## config.mk

```make
export PLATFORM = sky130hd
export DESIGN_NAME = emb_embedder
export DESIGN_NICKNAME = d
export VERILOG_FILES = /design/src/verilog/emb_pkg.sv /design/src/verilog/emb_embedder.sv /design/src/verilog/emb_fifo.sv /design/src/verilog/emb_wb_regs.sv
export SDC_FILE = /design/constraint.sdc
export NUM_CORES = 1
export LEC_CHECK = 0
export ABC_CLOCK_PERIOD_IN_PS = 12900
export BUFFER_PORTS_ARGS = -buffer_cell sky130_fd_sc_hd__buf_2
export CAP_MARGIN = 30
export CORE_ASPECT_RATIO = 1.4
export CORE_MARGIN = 2
export CORE_UTILIZATION = 55
export CTS_BUF_LIST = sky130_fd_sc_hd__clkbuf_16
export DETAILED_ROUTE_END_ITERATION = 10
export PLACE_DENSITY = 0.81
export SLEW_MARGIN = 15
export SYNTH_ARGS = -nofsm -noshare
export SYNTH_HDL_FRONTEND = slang
export SYNTH_SLANG_ARGS = --single-unit
```

## constraint.sdc

```tcl
create_clock -name mclk -period 12.9 [get_ports mclk]
set_input_delay 0 -clock mclk [delete_from_list [all_inputs] [get_ports mclk]]
set_output_delay 0 -clock mclk [all_outputs]
set_load 0.05 [all_outputs]
```

## src/verilog/emb_pkg.sv

```systemverilog
// package: field codes, register map, carriers and field helpers of the embedder
package emb_pkg;

  // ************************************************************
  // field codes, in emission order
  // ************************************************************
  localparam logic [3:0] F_TS   = 4'h0;
  localparam logic [3:0] F_GAIN = 4'h1;
  localparam logic [3:0] F_EXPO = 4'h2;
  localparam logic [3:0] F_BRT  = 4'h3;
  localparam logic [3:0] F_WB   = 4'h4;
  localparam logic [3:0] F_FRM  = 4'h5;
  localparam logic [3:0] F_TRIG = 4'h6;
  localparam logic [3:0] F_LINE = 4'h7;
  localparam logic [3:0] F_ROI  = 4'h8;
  localparam logic [3:0] F_NONE = 4'h9;
  localparam int         NFIELD = 9;
  localparam logic [3:0] LEN_SHORT = 4'h4;
  localparam logic [3:0] LEN_LONG  = 4'h8;

  // ************************************************************
  // register map and reset values
  // ************************************************************
  localparam int         ADR_W      = 4;
  localparam logic [3:0] ADR_SEL    = 4'h0;
  localparam logic [3:0] ADR_EMBED  = 4'h4;
  localparam logic [3:0] ADR_MASK   = 4'h8;
  localparam logic [3:0] ADR_FRAMES = 4'hc;
  localparam logic [3:0] SEL_RST    = 4'h0;
  localparam logic [8:0] MASK_RST   = 9'h000;
  localparam logic [8:0] WB_MASK    = 9'h010;

  // ************************************************************
  // carriers
  // ************************************************************
  typedef struct packed {
    logic [7:0] data;
    logic       sof;
    logic       eol;
  } emb_beat_t;

  typedef struct packed {
    logic [31:0] ts;
    logic [9:0]  gain;
    logic [31:0] expo;
    logic [11:0] brt;
    logic [11:0] wb_r;
    logic [11:0] wb_g;
    logic [11:0] wb_b;
    logic [31:0] trig;
    logic [7:0]  line_in;
    logic [7:0]  line_out;
    logic [15:0] roi_col;
    logic [15:0] roi_row;
    logic [15:0] roi_len;
    logic [15:0] roi_wid;
  } emb_stat_t;

  typedef struct packed {
    logic [31:0] frame;
    emb_stat_t   st;
  } emb_snap_t;

  typedef enum logic [2:0] {
    ST_WAIT  = 3'b001,
    ST_EMBED = 3'b010,
    ST_PASS  = 3'b100
  } emb_state_t;

  // ************************************************************
  // helpers
  // ************************************************************
  function automatic logic [3:0] emb_fld_len(input logic [3:0] f);
    return (f == F_WB || f == F_ROI) ? LEN_LONG : LEN_SHORT;
  endfunction

  // first enabled field at or after start, F_NONE when none is left
  function automatic logic [3:0] emb_first_from(input logic [8:0] en,
                                                input logic [3:0] start);
    logic [3:0] r;
    r = F_NONE;
    for (int i = NFIELD - 1; i >= 0; i--)
    begin
      if (4'(i) >= start && en[i])
        r = 4'(i);
    end
    return r;
  endfunction

  // field laid out right-aligned, most significant byte first on the wire
  function automatic logic [63:0] emb_field_word(input emb_snap_t s, input logic [3:0] f);
    logic [63:0] w;
    w = 64'h0;
    case (f)
      F_TS:    w = {32'h0, s.st.ts};
      F_GAIN:  w = {54'h0, s.st.gain};                            // [RULE4]
      F_EXPO:  w = {32'h0, s.st.expo};                            // [RULE5]
      F_BRT:   w = {52'h0, s.st.brt};                             // [RULE6]
      F_WB:    w = {4'h0, s.st.wb_r, 4'h0, s.st.wb_g, 4'h0, s.st.wb_b, 16'h0}; // [RULE7]
      F_FRM:   w = {32'h0, s.frame};                              // [RULE9]
      F_TRIG:  w = {32'h0, s.st.trig};                            // [RULE9]
      F_LINE:  w = {32'h0, s.st.line_in, s.st.line_out, 16'h0};   // [RULE10]
      F_ROI:   w = {s.st.roi_col, s.st.roi_row, s.st.roi_len, s.st.roi_wid}; // [RULE11]
      default: w = 64'h0;
    endcase
    return w;
  endfunction

endpackage

```

## src/verilog/emb_embedder.sv

```systemverilog
// module: per-frame metadata embedder, top level
// Function
// [RULE1] only enabled fields, in fixed order
// [RULE2] selector picks field, enable adds it
// [RULE3] timestamp: 4 bytes, always first
// [RULE4] gain: 4 bytes, 0..1023, zero-filled
// [RULE5] exposure: 4 bytes, microseconds
// [RULE6] brightness: 4 bytes, 0..4095, zero-filled
// [RULE7] white balance: R,G,B 2 bytes each
// [RULE8] white balance only on colour variants
// [RULE9] frame and trigger counts: 32-bit unsigned
// [RULE10] line state: inputs, outputs, two reserved
// [RULE11] region: column, row, length, width
// [RULE12] overwrite from frame start, spill onward
// [RULE13] msb first, reserved bytes zero
// [RULE14] all values sampled at frame start
//
// The register offsets and the Wishbone interface to the registers were chosen for this implementation.
module emb_embedder
  import emb_pkg::*;
#(
  parameter bit COLOR      = 1'b1,
  parameter int FIFO_DEPTH = 8
) (
  // clock and reset
  input  wire logic                  mclk,
  input  wire logic                  rst,
  // wishbone slave
  input  wire logic                  wb_cyc_i,
  input  wire logic                  wb_stb_i,
  input  wire logic                  wb_we_i,
  input  wire logic [emb_pkg::ADR_W-1:0] wb_adr_i,
  input  wire logic [3:0]            wb_sel_i,
  input  wire logic [31:0]           wb_dat_i,
  output      logic [31:0]           wb_dat_o,
  output      logic                  wb_ack_o,
  // pixel stream in
  input  wire logic                  s_valid,
  input  wire emb_pkg::emb_beat_t    s_beat,
  output      logic                  s_ready,
  // live status values
  input  wire emb_pkg::emb_stat_t    stat,
  // pixel stream out
  output      logic                  m_valid,
  output      emb_pkg::emb_beat_t    m_beat,
  input  wire logic                  m_ready
);
  import emb_pkg::*;

  // ************************************************************
  // state
  // ************************************************************
  emb_state_t  st_ff;
  emb_snap_t   snap_ff;
  logic [8:0]  en_ff;
  logic [3:0]  fld_ff;
  logic [3:0]  bcnt_ff;
  logic [31:0] frm_cnt_ff;
  logic [8:0]  cfg_en;
  emb_beat_t   wr_beat;

  // ************************************************************
  // register file
  // ************************************************************
  emb_wb_regs u_regs (
    .mclk     (mclk),
    .rst      (rst),
    .wb_cyc_i (wb_cyc_i),
    .wb_stb_i (wb_stb_i),
    .wb_we_i  (wb_we_i),
    .wb_adr_i (wb_adr_i),
    .wb_sel_i (wb_sel_i),
    .wb_dat_i (wb_dat_i),
    .wb_dat_o (wb_dat_o),
    .wb_ack_o (wb_ack_o),
    .frames   (frm_cnt_ff),
    .en_mask  (cfg_en)
  );

  // ************************************************************
  // field selection
  // ************************************************************
  // monochrome parts cannot carry white balance, whatever software sets
  wire [8:0]   en_live   = COLOR ? cfg_en : (cfg_en & ~WB_MASK);          // [RULE8]
  wire         fire      = s_valid && s_ready;
  wire         is_sof    = s_beat.sof;
  emb_snap_t   live_snap;
  assign live_snap.frame = frm_cnt_ff;
  assign live_snap.st    = stat;

  // the frame's first beat already carries metadata, so it uses live values
  emb_snap_t   cur_src;
  assign cur_src = is_sof ? live_snap : snap_ff;                          // [RULE14]
  wire [8:0]   cur_en    = is_sof ? en_live : en_ff;
  wire [3:0]   cur_fld   = is_sof ? emb_first_from(en_live, F_TS) : fld_ff; // [RULE1] [RULE3]
  wire [3:0]   cur_b     = is_sof ? 4'h0 : bcnt_ff;
  wire         in_meta   = cur_fld != F_NONE && (is_sof || st_ff == ST_EMBED); // [RULE12]
  wire [3:0]   cur_len   = emb_fld_len(cur_fld);
  wire         last_b    = cur_b == 4'(cur_len - 4'h1);
  wire [3:0]   nxt_fld   = last_b ? emb_first_from(cur_en, 4'(cur_fld + 4'h1)) : cur_fld; // [RULE1]
  wire [3:0]   nxt_b     = last_b ? 4'h0 : 4'(cur_b + 4'h1);

  // ************************************************************
  // byte picking
  // ************************************************************
  wire [63:0]  cur_word  = emb_field_word(cur_src, cur_fld);
  wire [3:0]   sh_bytes  = 4'(cur_len - 4'h1 - cur_b);
  wire [63:0]  shifted   = cur_word >> {sh_bytes[2:0], 3'b000};           // [RULE13]
  wire [7:0]   meta_byte = shifted[7:0];

  assign wr_beat.data = in_meta ? meta_byte : s_beat.data;                // [RULE12]
  assign wr_beat.sof  = s_beat.sof;
  assign wr_beat.eol  = s_beat.eol;

  // ************************************************************
  // sequencing
  // ************************************************************
  emb_state_t  nxt_st;
  // a frame start restarts the sequence from any state, even mid-metadata
  always_comb
  begin
    nxt_st = st_ff;
    if (fire && is_sof)
      nxt_st = (in_meta && nxt_fld != F_NONE) ? ST_EMBED : ST_PASS;
    else if (fire)
    begin
      unique case (st_ff)
        ST_WAIT:  nxt_st = ST_WAIT;
        ST_EMBED: nxt_st = (nxt_fld == F_NONE) ? ST_PASS : ST_EMBED;
        ST_PASS:  nxt_st = ST_PASS;
      endcase
    end
  end

  always_ff @(posedge mclk or posedge rst)
  begin
    if (rst)
    begin
      st_ff      <= ST_WAIT;
      snap_ff    <= '0;
      en_ff      <= MASK_RST;
      fld_ff     <= F_NONE;
      bcnt_ff    <= 4'h0;
      frm_cnt_ff <= 32'h0;
    end
    else
    begin
      st_ff <= nxt_st;
      if (fire && is_sof)
      begin
        snap_ff    <= live_snap;                                          // [RULE14]
        en_ff      <= en_live;                                            // [RULE14]
        frm_cnt_ff <= frm_cnt_ff + 32'h1;                                 // [RULE9]
      end
      if (fire && in_meta)
      begin
        fld_ff  <= nxt_fld;
        bcnt_ff <= nxt_b;
      end
    end
  end

  // ************************************************************
  // output buffer
  // ************************************************************
  // a stalled consumer fills the buffer and then holds off the pipeline
  emb_fifo #(
    .W     ($bits(emb_beat_t)),
    .DEPTH (FIFO_DEPTH)
  ) u_fifo (
    .mclk      (mclk),
    .rst       (rst),
    .in_valid  (s_valid),
    .in_data   (wr_beat),
    .in_ready  (s_ready),
    .out_valid (m_valid),
    .out_data  (m_beat),
    .out_ready (m_ready)
  );

  // checker helper: metadata bytes since the frame start, bounded by the field table
  localparam logic [7:0] META_MAX = 8'(7 * LEN_SHORT + 2 * LEN_LONG);
  logic [7:0]  mcnt_ff;

  always_ff @(posedge mclk or posedge rst)
  begin
    if (rst)
      mcnt_ff <= 8'h0;
    else if (fire && is_sof)
      mcnt_ff <= {7'h0, in_meta};
    else if (fire && in_meta)
      mcnt_ff <= 8'(mcnt_ff + 8'h1);
  end
endmodule // emb_embedder

```

## src/verilog/emb_fifo.sv

```systemverilog
// module: output fifo with a registered head
module emb_fifo #(
  parameter int W     = 10,
  parameter int DEPTH = 8
) (
  // clock and reset
  input  wire logic         mclk,
  input  wire logic         rst,
  // fill side
  input  wire logic         in_valid,
  input  wire logic [W-1:0] in_data,
  output      logic         in_ready,
  // drain side
  output      logic         out_valid,
  output      logic [W-1:0] out_data,
  input  wire logic         out_ready
);
  localparam int AW = $clog2(DEPTH);

  logic [W-1:0] mem [DEPTH];
  logic [AW-1:0] wptr_ff;
  logic [AW-1:0] rptr_ff;
  logic [AW:0]   cnt_ff;
  logic          rdy_ff;
  logic          ovalid_ff;
  logic [W-1:0]  odata_ff;

  // ready is registered, so it looks one entry ahead to stay honest
  wire           wr      = in_valid && rdy_ff;
  wire           rd      = (!ovalid_ff || out_ready) && cnt_ff != '0;
  wire [AW:0]    nxt_cnt = (AW+1)'(cnt_ff + (AW+1)'(wr) - (AW+1)'(rd));

  always_ff @(posedge mclk)
  begin
    if (wr)
      mem[wptr_ff] <= in_data;
  end

  always_ff @(posedge mclk or posedge rst)
  begin
    if (rst)
    begin
      wptr_ff   <= '0;
      rptr_ff   <= '0;
      cnt_ff    <= '0;
      rdy_ff    <= 1'b0;
      ovalid_ff <= 1'b0;
      odata_ff  <= '0;
    end
    else
    begin
      wptr_ff <= wr ? AW'(wptr_ff + 1'b1) : wptr_ff;
      rptr_ff <= rd ? AW'(rptr_ff + 1'b1) : rptr_ff;
      cnt_ff  <= nxt_cnt;
      rdy_ff  <= nxt_cnt < (AW+1)'(DEPTH);
      if (rd)
      begin
        ovalid_ff <= 1'b1;
        odata_ff  <= mem[rptr_ff];
      end
      else if (out_ready)
        ovalid_ff <= 1'b0;
    end
  end

  assign in_ready  = rdy_ff;
  assign out_valid = ovalid_ff;
  assign out_data  = odata_ff;
endmodule // emb_fifo

```

## src/verilog/emb_wb_regs.sv

```systemverilog
// module: wishbone register file of the embedder
module emb_wb_regs
  import emb_pkg::*;
(
  // clock and reset
  input  wire logic              mclk,
  input  wire logic              rst,
  // wishbone slave
  input  wire logic              wb_cyc_i,
  input  wire logic              wb_stb_i,
  input  wire logic              wb_we_i,
  input  wire logic [ADR_W-1:0]  wb_adr_i,
  input  wire logic [3:0]        wb_sel_i,
  input  wire logic [31:0]       wb_dat_i,
  output      logic [31:0]       wb_dat_o,
  output      logic              wb_ack_o,
  // block side
  input  wire logic [31:0]       frames,
  output      logic [8:0]        en_mask
);
  logic        ack_ff;
  logic [31:0] dat_ff;
  logic [3:0]  sel_ff;
  logic [8:0]  mask_ff;

  wire         acc      = wb_cyc_i && wb_stb_i && !ack_ff;
  // a write lands on the edge where the master samples ack, request still held
  wire         wr_lo    = wb_cyc_i && wb_stb_i && ack_ff && wb_we_i && wb_sel_i[0];
  wire [15:0]  sel_wide = 16'h1 << sel_ff;
  wire [8:0]   sel_dec  = sel_wide[8:0];
  wire [8:0]   nxt_mask = wb_dat_i[0] ? (mask_ff | sel_dec) : (mask_ff & ~sel_dec);
  wire         sel_en   = |(mask_ff & sel_dec);
  wire [31:0]  nxt_dat  = wb_adr_i == ADR_SEL    ? {28'h0, sel_ff} :
                          wb_adr_i == ADR_EMBED  ? {31'h0, sel_en} :
                          wb_adr_i == ADR_MASK   ? {23'h0, mask_ff} :
                          wb_adr_i == ADR_FRAMES ? frames : 32'h0;

  always_ff @(posedge mclk or posedge rst)
  begin
    if (rst)
    begin
      ack_ff  <= 1'b0;
      dat_ff  <= 32'h0;
      sel_ff  <= SEL_RST;
      mask_ff <= MASK_RST;
    end
    else
    begin
      ack_ff <= acc;
      dat_ff <= acc ? nxt_dat : 32'h0;
      if (wr_lo && wb_adr_i == ADR_SEL)
        sel_ff <= wb_dat_i[3:0];                                  // [RULE2]
      if (wr_lo && wb_adr_i == ADR_EMBED)
        mask_ff <= nxt_mask;                                      // [RULE2]
    end
  end

  assign wb_ack_o = ack_ff;
  assign wb_dat_o = dat_ff;
  assign en_mask  = mask_ff;
endmodule // emb_wb_regs
```

# == Word-level counts from Yosys, hierarchy flattened ==
# Memories as Yosys holds them, arrays and structs flattened. A register that Yosys moved wholly into a read port is not among the register bits.
# Index checks and enable logic that the tools add are counted.
# Widths: inputs -> output; s select.
# op_classes
order_cmp,10
mux,42
bitwise,4
add_sub_neg,9
n_shift,2
eq_ne,18
reduce_logical,33
# op_table
op,n
$pmux 64 s9,1
$mux 266,1
$mux 32,5
$mux 4,21
$shr 64x6->8,1
$add 32x1->32 const B,1
$logic_and 1x1->1,22
$eq 4x3->1 const B,5
$and 9x9->9,2
$mux 9,2
$eq 4x4->1 const B,4
$ge 3x4->1 const A,4
$mux 3,4
$not 9->9,1
$or 9x9->9,1
$pmux 3 s3,1
$reduce_or 9->1,1
$shl 1x4->9 const A,1
$add 4x1->4 const B,2
$eq 4x2->1 const B,2
$ge 1x4->1 const A,2
$ge 2x4->1 const A,2
$logic_not 4->1,2
$mux 8,1
18 further kinds,29
# totals
wordCells,148
in_bits,291
memories,1
ramBits,80
output_inout_bits,45
reg_bits,376
# memory_table
name,depth,width,read_ports,rd_clocked_by_memory_dff,write_ports,line,source
u_fifo.mem,8,10,1,1,1,emb_fifo.sv:20,logic [W-1:0] mem [DEPTH];

# == Logic depth before layout (Yosys ltp) ==
# Gate-level depths: netlist of the first run.
# logic_depth
ltp_word,28
depth_mapped,17
depth_no_buf,13

# == Hierarchy ==
# Synthesis of the first run repeated with hierarchy kept, for this count alone.
# hier_totals
cells_unflattened,2284
area_unflattened_um2,22280.1
# by_module_without_submodules
module,area_each_um2,seq_area_each_um2,n_inst,cells_each
emb_embedder,16178.0,7961.4,1,1881
emb_fifo,4161.5,2952.8,1,241
emb_wb_regs,1940.6,1151.1,1,162

# == Least setup slack after synthesis of the first run ==
# Ideal clock, no wire load.
# synth_timing
path_type,reg2reg
startpoint,register with a tool-made name
endpoint,"memory u_fifo.mem[0][9], data pin"
period_less_slack_ps,3830
arrival_ps,3552
stages_incl_launch_ff,15
required_ps,12622
setup_ps,278
n_path_buf,5
path_slack_ps,9070
path_cell_list,dfrtp_1 > buf_6 > or3b_4 > buf_6 > o2bb2ai_1 > ha_1 > buf_2 > inv_1 > a211oi_1 > clkbuf_1 > clkbuf_1 > a222oi_1 > a311oi_1 > a31oi_1 > o31ai_1
# synth_rtl
element,line
end: declaration,emb_fifo.sv:20

==> results of run 1 <==
-- registers in the layout, indices dropped and copies added (netlist names), named ones only --
name / count
bcnt_ff: 4
en_ff: 9
fld_ff: 4
frm_cnt_ff: 32
snap_ff: 266
st_ff: 3
u_fifo.cnt_ff: 4
u_fifo.in_ready: 1
u_fifo.mem: 80
u_fifo.out_data: 10
u_fifo.out_valid: 1
u_fifo.rptr_ff: 3
u_fifo.wptr_ff: 3
u_regs.sel_ff: 4
u_regs.wb_ack_o: 1
u_regs.wb_dat_o: 32
-- power by group through the flow --
stage | registers (mW) | clock network, mW | logic (mW)
finish | 2.30 | 1.31 | 1.48
global route | 2.33 | 1.37 | 1.62
CTS | 2.26 | 1.31 | 1.39
detailed placement | 2.29 | 0 | 1.32
global placement | 2.25 | 0 | 1.26
floorplan | 2.23 | 0 | 0.937
-- layout by cell type, fill, tap and decap left out, types with 12 or more instances in the layout --
cell type	synthesis	final
nor3_1	23	20
ha_1	15	15
a21oi_1	40	40
a221oi_1	29	29
buf_2	21	305
clkbuf_16	0	44
a31oi_1	12	12
nor2_1	74	73
diode_2	0	15
edfxtp_1	80	80
nand4_1	13	13
o21ai_0	35	35
mux2i_1	137	137
a22oi_1	12	12
dlygate4sd3_1	0	255
buf_4	4	31
dfrtp_1	383	383
nand2_1	880	880
mux2_2	33	33
nand3_1	26	25
and2_1	23	23
inv_1	32	41
mux4_2	25	25
o22ai_1	35	35
xnor2_1	30	30
-- cells by family (layout without fill, tap and decap cells) --
family                     Yosys count  count (layout)  share of synthesized area
AOI/OAI and AO/OA                  279             279                     0.0919
and+or+nand+nor                   1093            1093                      0.201
adders and majority gates           16              16                    0.00937
muxes                              195             195                      0.104
xor gates and xnor gates            39              39                     0.0163
DFF                                466             466                      0.544
buffers and inverters              178             713                     0.0331
other                                0              15                          0
-- area by class of cell --
| type | instances | share of cell area |
|---|---|---|
| well taps | 534 | 0.0237 |
| repair buffers | 600 | 0.158 |
| clock inverters | 36 | 0.0115 |
| inverters | 33 | 0.00465 |
| flip-flops and latches | 466 | 0.427 |
| multi-input cells | 1622 | 0.334 |
| clock buffers | 44 | 0.0390 |
| diodes | 15 | 0.00133 |
-- worst min path at each step --
stage,end,from,cells after the start
after global routing,u_fifo.mem[2][9],s_beat[9],4
after floorplan,u_fifo.mem[0][0],s_beat[0],0
after CTS,u_fifo.mem[5][6],s_beat[6],2
after detailed placement,snap_ff[180],stat[180],3
final,u_fifo.mem[3][9],s_beat[9],4
after global placement,snap_ff[143],stat[143],3
-- stage by stage --
stage	hold slack [ns]	worst slack (ns)	cells	area, um^2	util
2_1_floorplan	0.0989	2.18	2266	22200	-
3_3_place_gp	0.192	7.75	2988	24100	0.601
3_5_place_dp	0.194	7.57	2990	24100	0.601
4_1_cts	0.00769	7.64	3325	28100	0.700
5_1_grt	0.0257	7.73	3348	28200	0.705
6_report	0.0237	7.88	3350	28200	0.705
-- tightest hold or removal path, stage by stage --
cell     delay, ns
buf_2         0.11
a21oi_1       0.08
o31ai_1       0.06
buf_2         0.20
-- synthesized netlist by cell type, types with 8 or more instances --
cell         n  area (um^2)
o21ai_0     35          175
xor2_1       8         70.1
a211oi_1     8         60.1
buf_1       10         37.5
inv_1       32          120
xnor2_1     30          263
o211ai_1     8         60.1
a221oi_1    29          254
and2_1      23          144
nand3_1     26          130
buf_2       21          105
mux2i_1    137         1370
dfrtp_1    383         9580
nand2b_1     8         50.1
ha_1        15          188
nor2_1      74          278
o22ai_1     35          219
edfxtp_1    80         2400
o221ai_1     8         70.1
mux4_2      25          563
a22oi_1     12         90.1
a21oi_1     40          200
mux2_2      33          372
nor3_1      23          115
clkbuf_1   106          398
a31oi_1     12         75.1
nand2_1    880         3300
a2111oi_0   10         87.6
nand4_1     13         81.3
a222oi_1    10          100
-- repair_timing --
item	CTS	global route
hold buffers	255	0
setup buffers	0	0
endpoints found under the hold margin	409	0
-- metal layers --
metal,wire length (um),vias to the layer above,part of all wire
met5,21,-,0.00027
met4,5940,4,0.077
met3,7400,433,0.096
met2,36800,1513,0.48
met1,27000,9910,0.35
li1,-,8763,-
==> impl_metrics.env, run 1 <==
export IMPL_status="completed"
export IMPL_syn_inst=2266
export IMPL_tritoncts="built"
export IMPL_critPathKind="flip-flop to flip-flop"
export IMPL_fillers=2723
export IMPL_max_freq_mhz=199
export IMPL_critPathSlowestCell="a2111oi_0"
export IMPL_die_h_um=242
export IMPL_slowest_delay_ns=0.86
export IMPL_cts_inserted_buffers=44
export IMPL_worstSetupEndpointType="flip-flop"
export IMPL_synthesis_area_um2=22200
export IMPL_synth_cell_types=84
export IMPL_drc=0
export IMPL_reg2reg_slack_ns=7.88
export IMPL_chipWidth_um=174
export IMPL_power_density_nw_per_um2=181
export IMPL_use_met1=0.444
export IMPL_rsz0062_at_grt="false"
export IMPL_rows=87
export IMPL_tightest_slew_ns=1.15
export IMPL_htree_levels=2
export IMPL_path_max_fanout=21
export IMPL_synthArstFlopShare=0.828
export IMPL_ant_nets=0
export IMPL_crit_end="u_fifo.mem[2][7]"
export IMPL_tns_ns=0
export IMPL_cts_sinks=466
export IMPL_vias_per_cell=6.16
export IMPL_core_area_um2=40100
export IMPL_syn2layout_area_growth_pct=27.4
export IMPL_p_leak_nw=13.7
export IMPL_reg2reg_to="u_fifo.mem[2][7]"
export IMPL_clk_path_buf_depth=3
export IMPL_grt_use_met2=0.595
export IMPL_maxSlewHeadroom=0.211
export IMPL_seqCellArea_um2=12100
export IMPL_synth_edf_count=80
export IMPL_grt_max_degree=184
export IMPL_required_ns=13.18
export IMPL_combPwrFrac=0.291
export IMPL_ys_ff_latch=466
export IMPL_crit_path_start_kind="flip-flop"
export IMPL_intPower_mw=3.27
export IMPL_gp_congestion=0.959
export IMPL_grt_use_met3=0.0873
export IMPL_wirelength_um=77100
export IMPL_first_iter_violations=2533
export IMPL_cp_num_buf_inv=3
export IMPL_grt_pass1_vias=21000
export IMPL_ios=336
export IMPL_cp_depth=13
export IMPL_crit_path_cell_trace="or3b_4, o2bb2ai_1, inv_1, ha_1, inv_1, a211oi_2, buf_4, a22o_1, a2111oi_0, a31oi_1, o21ai_0, o311ai_0, a22o_1"
export IMPL_antenna_found_initial=16
export IMPL_num_vias=20600
export IMPL_grt_overflow_total=0
export IMPL_hold_viol=0
export IMPL_post_cts_resized=0
export IMPL_finalSetupViolations=0
export IMPL_wl_per_cell_um=23.0
export IMPL_start_util=0.553
export IMPL_synth_warnings=0
export IMPL_cp_arrival_ns=5.30
export IMPL_maxCapViolations=0
export IMPL_layout_drive_gt1_share=0.179
export IMPL_grt_pass1_wl_um=120000
export IMPL_power_total_mw=5.10
export IMPL_cts_root_buf="clkbuf_16"
export IMPL_clk_pin_slew_ns=0.07
export IMPL_clkLatencyLatePin_ns=0.58
export IMPL_firstDrtPassIters=7
export IMPL_fin_skew_ns=0.0244
export IMPL_track_usage=0.368
export IMPL_dieArea_um2=41900
export IMPL_swShare=0.359
export IMPL_period_minus_slack_ns=5.02
export IMPL_finalCritPeriodShare=0.389
export IMPL_multi_input_area_um2=9430
export IMPL_syn_area_per_cell_um2=9.78
export IMPL_p_sw_mw=1.83
export IMPL_clock_power_share=0.258
export IMPL_crit_family="compound AO/OA/AOI/OAI gates"
export IMPL_port_buffers=304
export IMPL_seq_power_share=0.452
export IMPL_syn_num_nets=2573
export IMPL_hpwl_um=45100
export IMPL_synth_seq_area_share=0.544
export IMPL_grt_busiest_layer="met2"
export IMPL_drv_slew=0
export IMPL_ir_worst_vdd_mv=0.119
export IMPL_ff2ff_path_depth=13
export IMPL_synth_ff_type="dfrtp_1"
export IMPL_nNetsFinal=3074
export IMPL_hold_path_class="primary input to flip-flop"
(Power assumes the default switching activity.)
==> run 2, diff against run 1 <==
--- a/config.mk
+++ b/config.mk
@@ -5,7 +5,8 @@
 export SDC_FILE = /design/constraint.sdc
 export NUM_CORES = 1
 export LEC_CHECK = 0
-export ABC_CLOCK_PERIOD_IN_PS = 12900
+export ABC_AREA = 1
+export ABC_CLOCK_PERIOD_IN_PS = 4700
 export BUFFER_PORTS_ARGS = -buffer_cell sky130_fd_sc_hd__buf_2
 export CAP_MARGIN = 30
 export CORE_ASPECT_RATIO = 1.4
==> constraint.sdc (replaced) <==
create_clock -name mclk -period 4.7 [get_ports mclk]
set_input_delay 0 -clock mclk [delete_from_list [all_inputs] [get_ports mclk]]
set_output_delay 0 -clock mclk [all_outputs]
set_load 0.05 [all_outputs]
==> impl_metrics.env, run 2 <==
export IMPL_firstDrtPassIters=7
export IMPL_rows=89
export IMPL_synthTopCellsByArea="dfrtp_1, nand2_1, edfxtp_1"
export IMPL_ir_worst_vdd_mv=0.329
export IMPL_port_buffers=304
export IMPL_cts_setup_buffers=0
export IMPL_grt_overflow_total=0
export IMPL_syn_area_per_cell_um2=7.99
export IMPL_critPathKind="flip-flop to flip-flop"
export IMPL_hpwl_um=53500
export IMPL_hold_path_class="primary input to flip-flop"
export IMPL_vias_per_cell=6.00
export IMPL_ys_ff_latch=466
export IMPL_max_freq_mhz=227
export IMPL_grt_pass1_vias=23300
export IMPL_rsz0062_at_grt="false"
export IMPL_synth_warnings=0
export IMPL_finalSetupViolations=0
export IMPL_setup_ws_ns=0.286
export IMPL_syn2layout_area_growth_pct=26.9
export IMPL_syn_num_nets=3212
export IMPL_ant_nets=0
export IMPL_synth_edf_count=80
export IMPL_die_h_um=247
export IMPL_grt_max_degree=254
export IMPL_chipWidth_um=178
export IMPL_p_leak_nw=13.8
export IMPL_wl_met2_um=40500
export IMPL_clkLatencyLatePin_ns=0.59
export IMPL_tightest_slew_ns=1.12
export IMPL_reg2reg_to="u_fifo.mem[5][4]"
export IMPL_path_max_fanout=13
export IMPL_grt_pass1_wl_um=133000
export IMPL_whs_path_depth=5
export IMPL_first_iter_violations=3634
export IMPL_crit_end="u_fifo.mem[5][4]"
export IMPL_combPwrFrac=0.316
export IMPL_largestRegisters="snap_ff: 266 flops, u_fifo.mem: 80 flops"
export IMPL_intPower_mw=8.94
export IMPL_synth_cell_types=54
export IMPL_synthArstFlopShare=0.828
export IMPL_maxSlewHeadroom=0.244
export IMPL_wirelength_um=88500
export IMPL_reg2reg_slack_ns=0.29
export IMPL_hold_ws_ns=0.0334
export IMPL_drv_slew=0
export IMPL_synth_ff_type="dfrtp_1"
export IMPL_core_area_um2=41900
export IMPL_finalInstanceArea_um2=29500
export IMPL_clk_path_buf_depth=3
export IMPL_largest_register="snap_ff"
export IMPL_fillers=3029
export IMPL_p_sw_mw=5.45
export IMPL_dpl_instance_area_um2=25300
export IMPL_layout_common_cells="nand2_1, o21ai_0, dfrtp_1"
export IMPL_gp_congestion=0.984
export IMPL_clk_pin_slew_ns=0.07
export IMPL_synthesis_area_um2=23200
export IMPL_largest_reg_flops=266
export IMPL_seqCellArea_um2=12100
export IMPL_ios=336
export IMPL_cp_arrival_ns=4.64
export IMPL_power_density_nw_per_um2=489
export IMPL_required_ns=4.93
export IMPL_tns_ns=0
export IMPL_layout_commonest_cell="nand2_1"
export IMPL_synth_commonest_cells="nand2_1, o21ai_0, dfrtp_1, inv_1, clkbuf_1"
export IMPL_nNetsFinal=3711
export IMPL_synth_seq_area_share=0.520
export IMPL_synth_most_common_cell="nand2_1"
export IMPL_crit_path_start_kind="flip-flop"
export IMPL_tritoncts="built"
export IMPL_status="completed"
export IMPL_maxCapViolations=0
export IMPL_wl_met1_um=30300
export IMPL_swShare=0.379
export IMPL_dieArea_um2=43900
export IMPL_antenna_found_initial=10
export IMPL_hold_viol=0
export IMPL_dp_slack_ns=0.553
export IMPL_drc=0
export IMPL_fin_skew_ns=0.0267
export IMPL_synth_top_area_share=0.413
export IMPL_cts_inserted_buffers=45
export IMPL_track_usage=0.402
export IMPL_ff2ff_path_depth=19
export IMPL_layout_drive_gt1_share=0.134
export IMPL_period_minus_slack_ns=4.41
export IMPL_cts_sinks=466
export IMPL_start_util=0.555
export IMPL_clock_power_share=0.261
export IMPL_synth_area_leader_cell="dfrtp_1"
export IMPL_htree_levels=2
export IMPL_wl_met3_um=9910
export IMPL_cts_root_buf="clkbuf_16"
export IMPL_top_layer_used="met5"
export IMPL_worstSetupEndpointType="flip-flop"
export IMPL_wl_per_cell_um=22.2
export IMPL_seq_power_share=0.423
export IMPL_num_vias=23900
export IMPL_finalCritPeriodShare=0.939
export IMPL_syn_inst=2905
export IMPL_multi_input_area_um2=9370
==> run 2: metrics by stage <==
stage / total power [mW] / util / std cells
finish: 14.4 / 0.704 / 3992
global placement: 9.81 / 0.601 / 3627
global route: 15.1 / 0.703 / 3990
detailed placement: 10.1 / 0.604 / 3638
CTS: 14.0 / 0.702 / 3981
floorplan: 8.69 / - / 2905
==> run 2: worst min path at each step <==
stage | start | end | slack (ns)
after floorplan | s_beat[0] | u_fifo.mem[0][0] | 0.1
after global placement | rst | snap_ff[175] | 0.14
after detailed placement | rst | snap_ff[173] | 0.15
after CTS | wb_adr_i[0] | u_regs.wb_dat_o[5] | 0.004
after global routing | wb_adr_i[0] | u_regs.wb_dat_o[5] | 0.04
final | wb_adr_i[0] | u_regs.wb_dat_o[5] | 0.03
==> run 2: kinds of logic after synthesis <==
group / after synthesis / synth area share
multiplexers: 1 / 0.000485
XOR/XNOR: 35 / 0.0132
AO/OA/AOI/OAI: 701 / 0.172
AND/OR/NAND/NOR: 1209 / 0.208
flip-flops: 466 / 0.520
adder cells (fa/ha/maj): 16 / 0.00894
buffers and inverters: 477 / 0.0776
==> run 2: timing repair <==
item / CTS / global route
gates resized for setup: 0 / 0
setup endpoints to repair: 0 / 0
hold endpoints to repair: 369 / 0
hold buffers: 264 / 0
==> run 2: final cells by class <==
class | instances | area share
sequential | 466 | 0.410
multi-input combinational | 1962 | 0.318
timing repair buffer | 616 | 0.158
inverter | 313 | 0.0401
clock buffer | 45 | 0.0382
tap | 546 | 0.0232
clock inverter | 34 | 0.0116
antenna | 10 | 0.000850
==> run 2: power by group through the flow <==
stage                     Clock (mW)  Combinational (mW)  Sequential [mW]
final                           3.76                4.55             6.09
after global routing            3.94                4.99             6.16
after CTS                       3.75                4.26             5.99
after detailed placement           0                4.04             6.05
after global placement             0                3.81             6.00
after floorplan                    0                2.62             6.07
==> run 2: worst max-delay path, cell delays in order, from the launching register on <==
cell and delay, ns:
dfrtp_1 0.44, inv_1 0.08, nand2_1 0.06, nand2_1 0.05, nand2_1 0.05, nand2_1 0.05
nand2_1 0.05, nand2_1 0.04, nand2_1 0.07, nand2_1 0.06, nand2_1 0.23, inv_1 0.15
ha_1 0.29, nand2_2 0.18, clkinv_1 0.49, a22o_1 0.36, a22oi_1 0.15, a21oi_1 0.08
o311ai_0 0.81, nand2_1 0.39
==> run 2: per-layer routing <==
metal,up-vias,track usage
met5,-,0
met4,2,0.280
met3,507,0.108
met2,1782,0.637
met1,11200,0.474
li1,10500,-
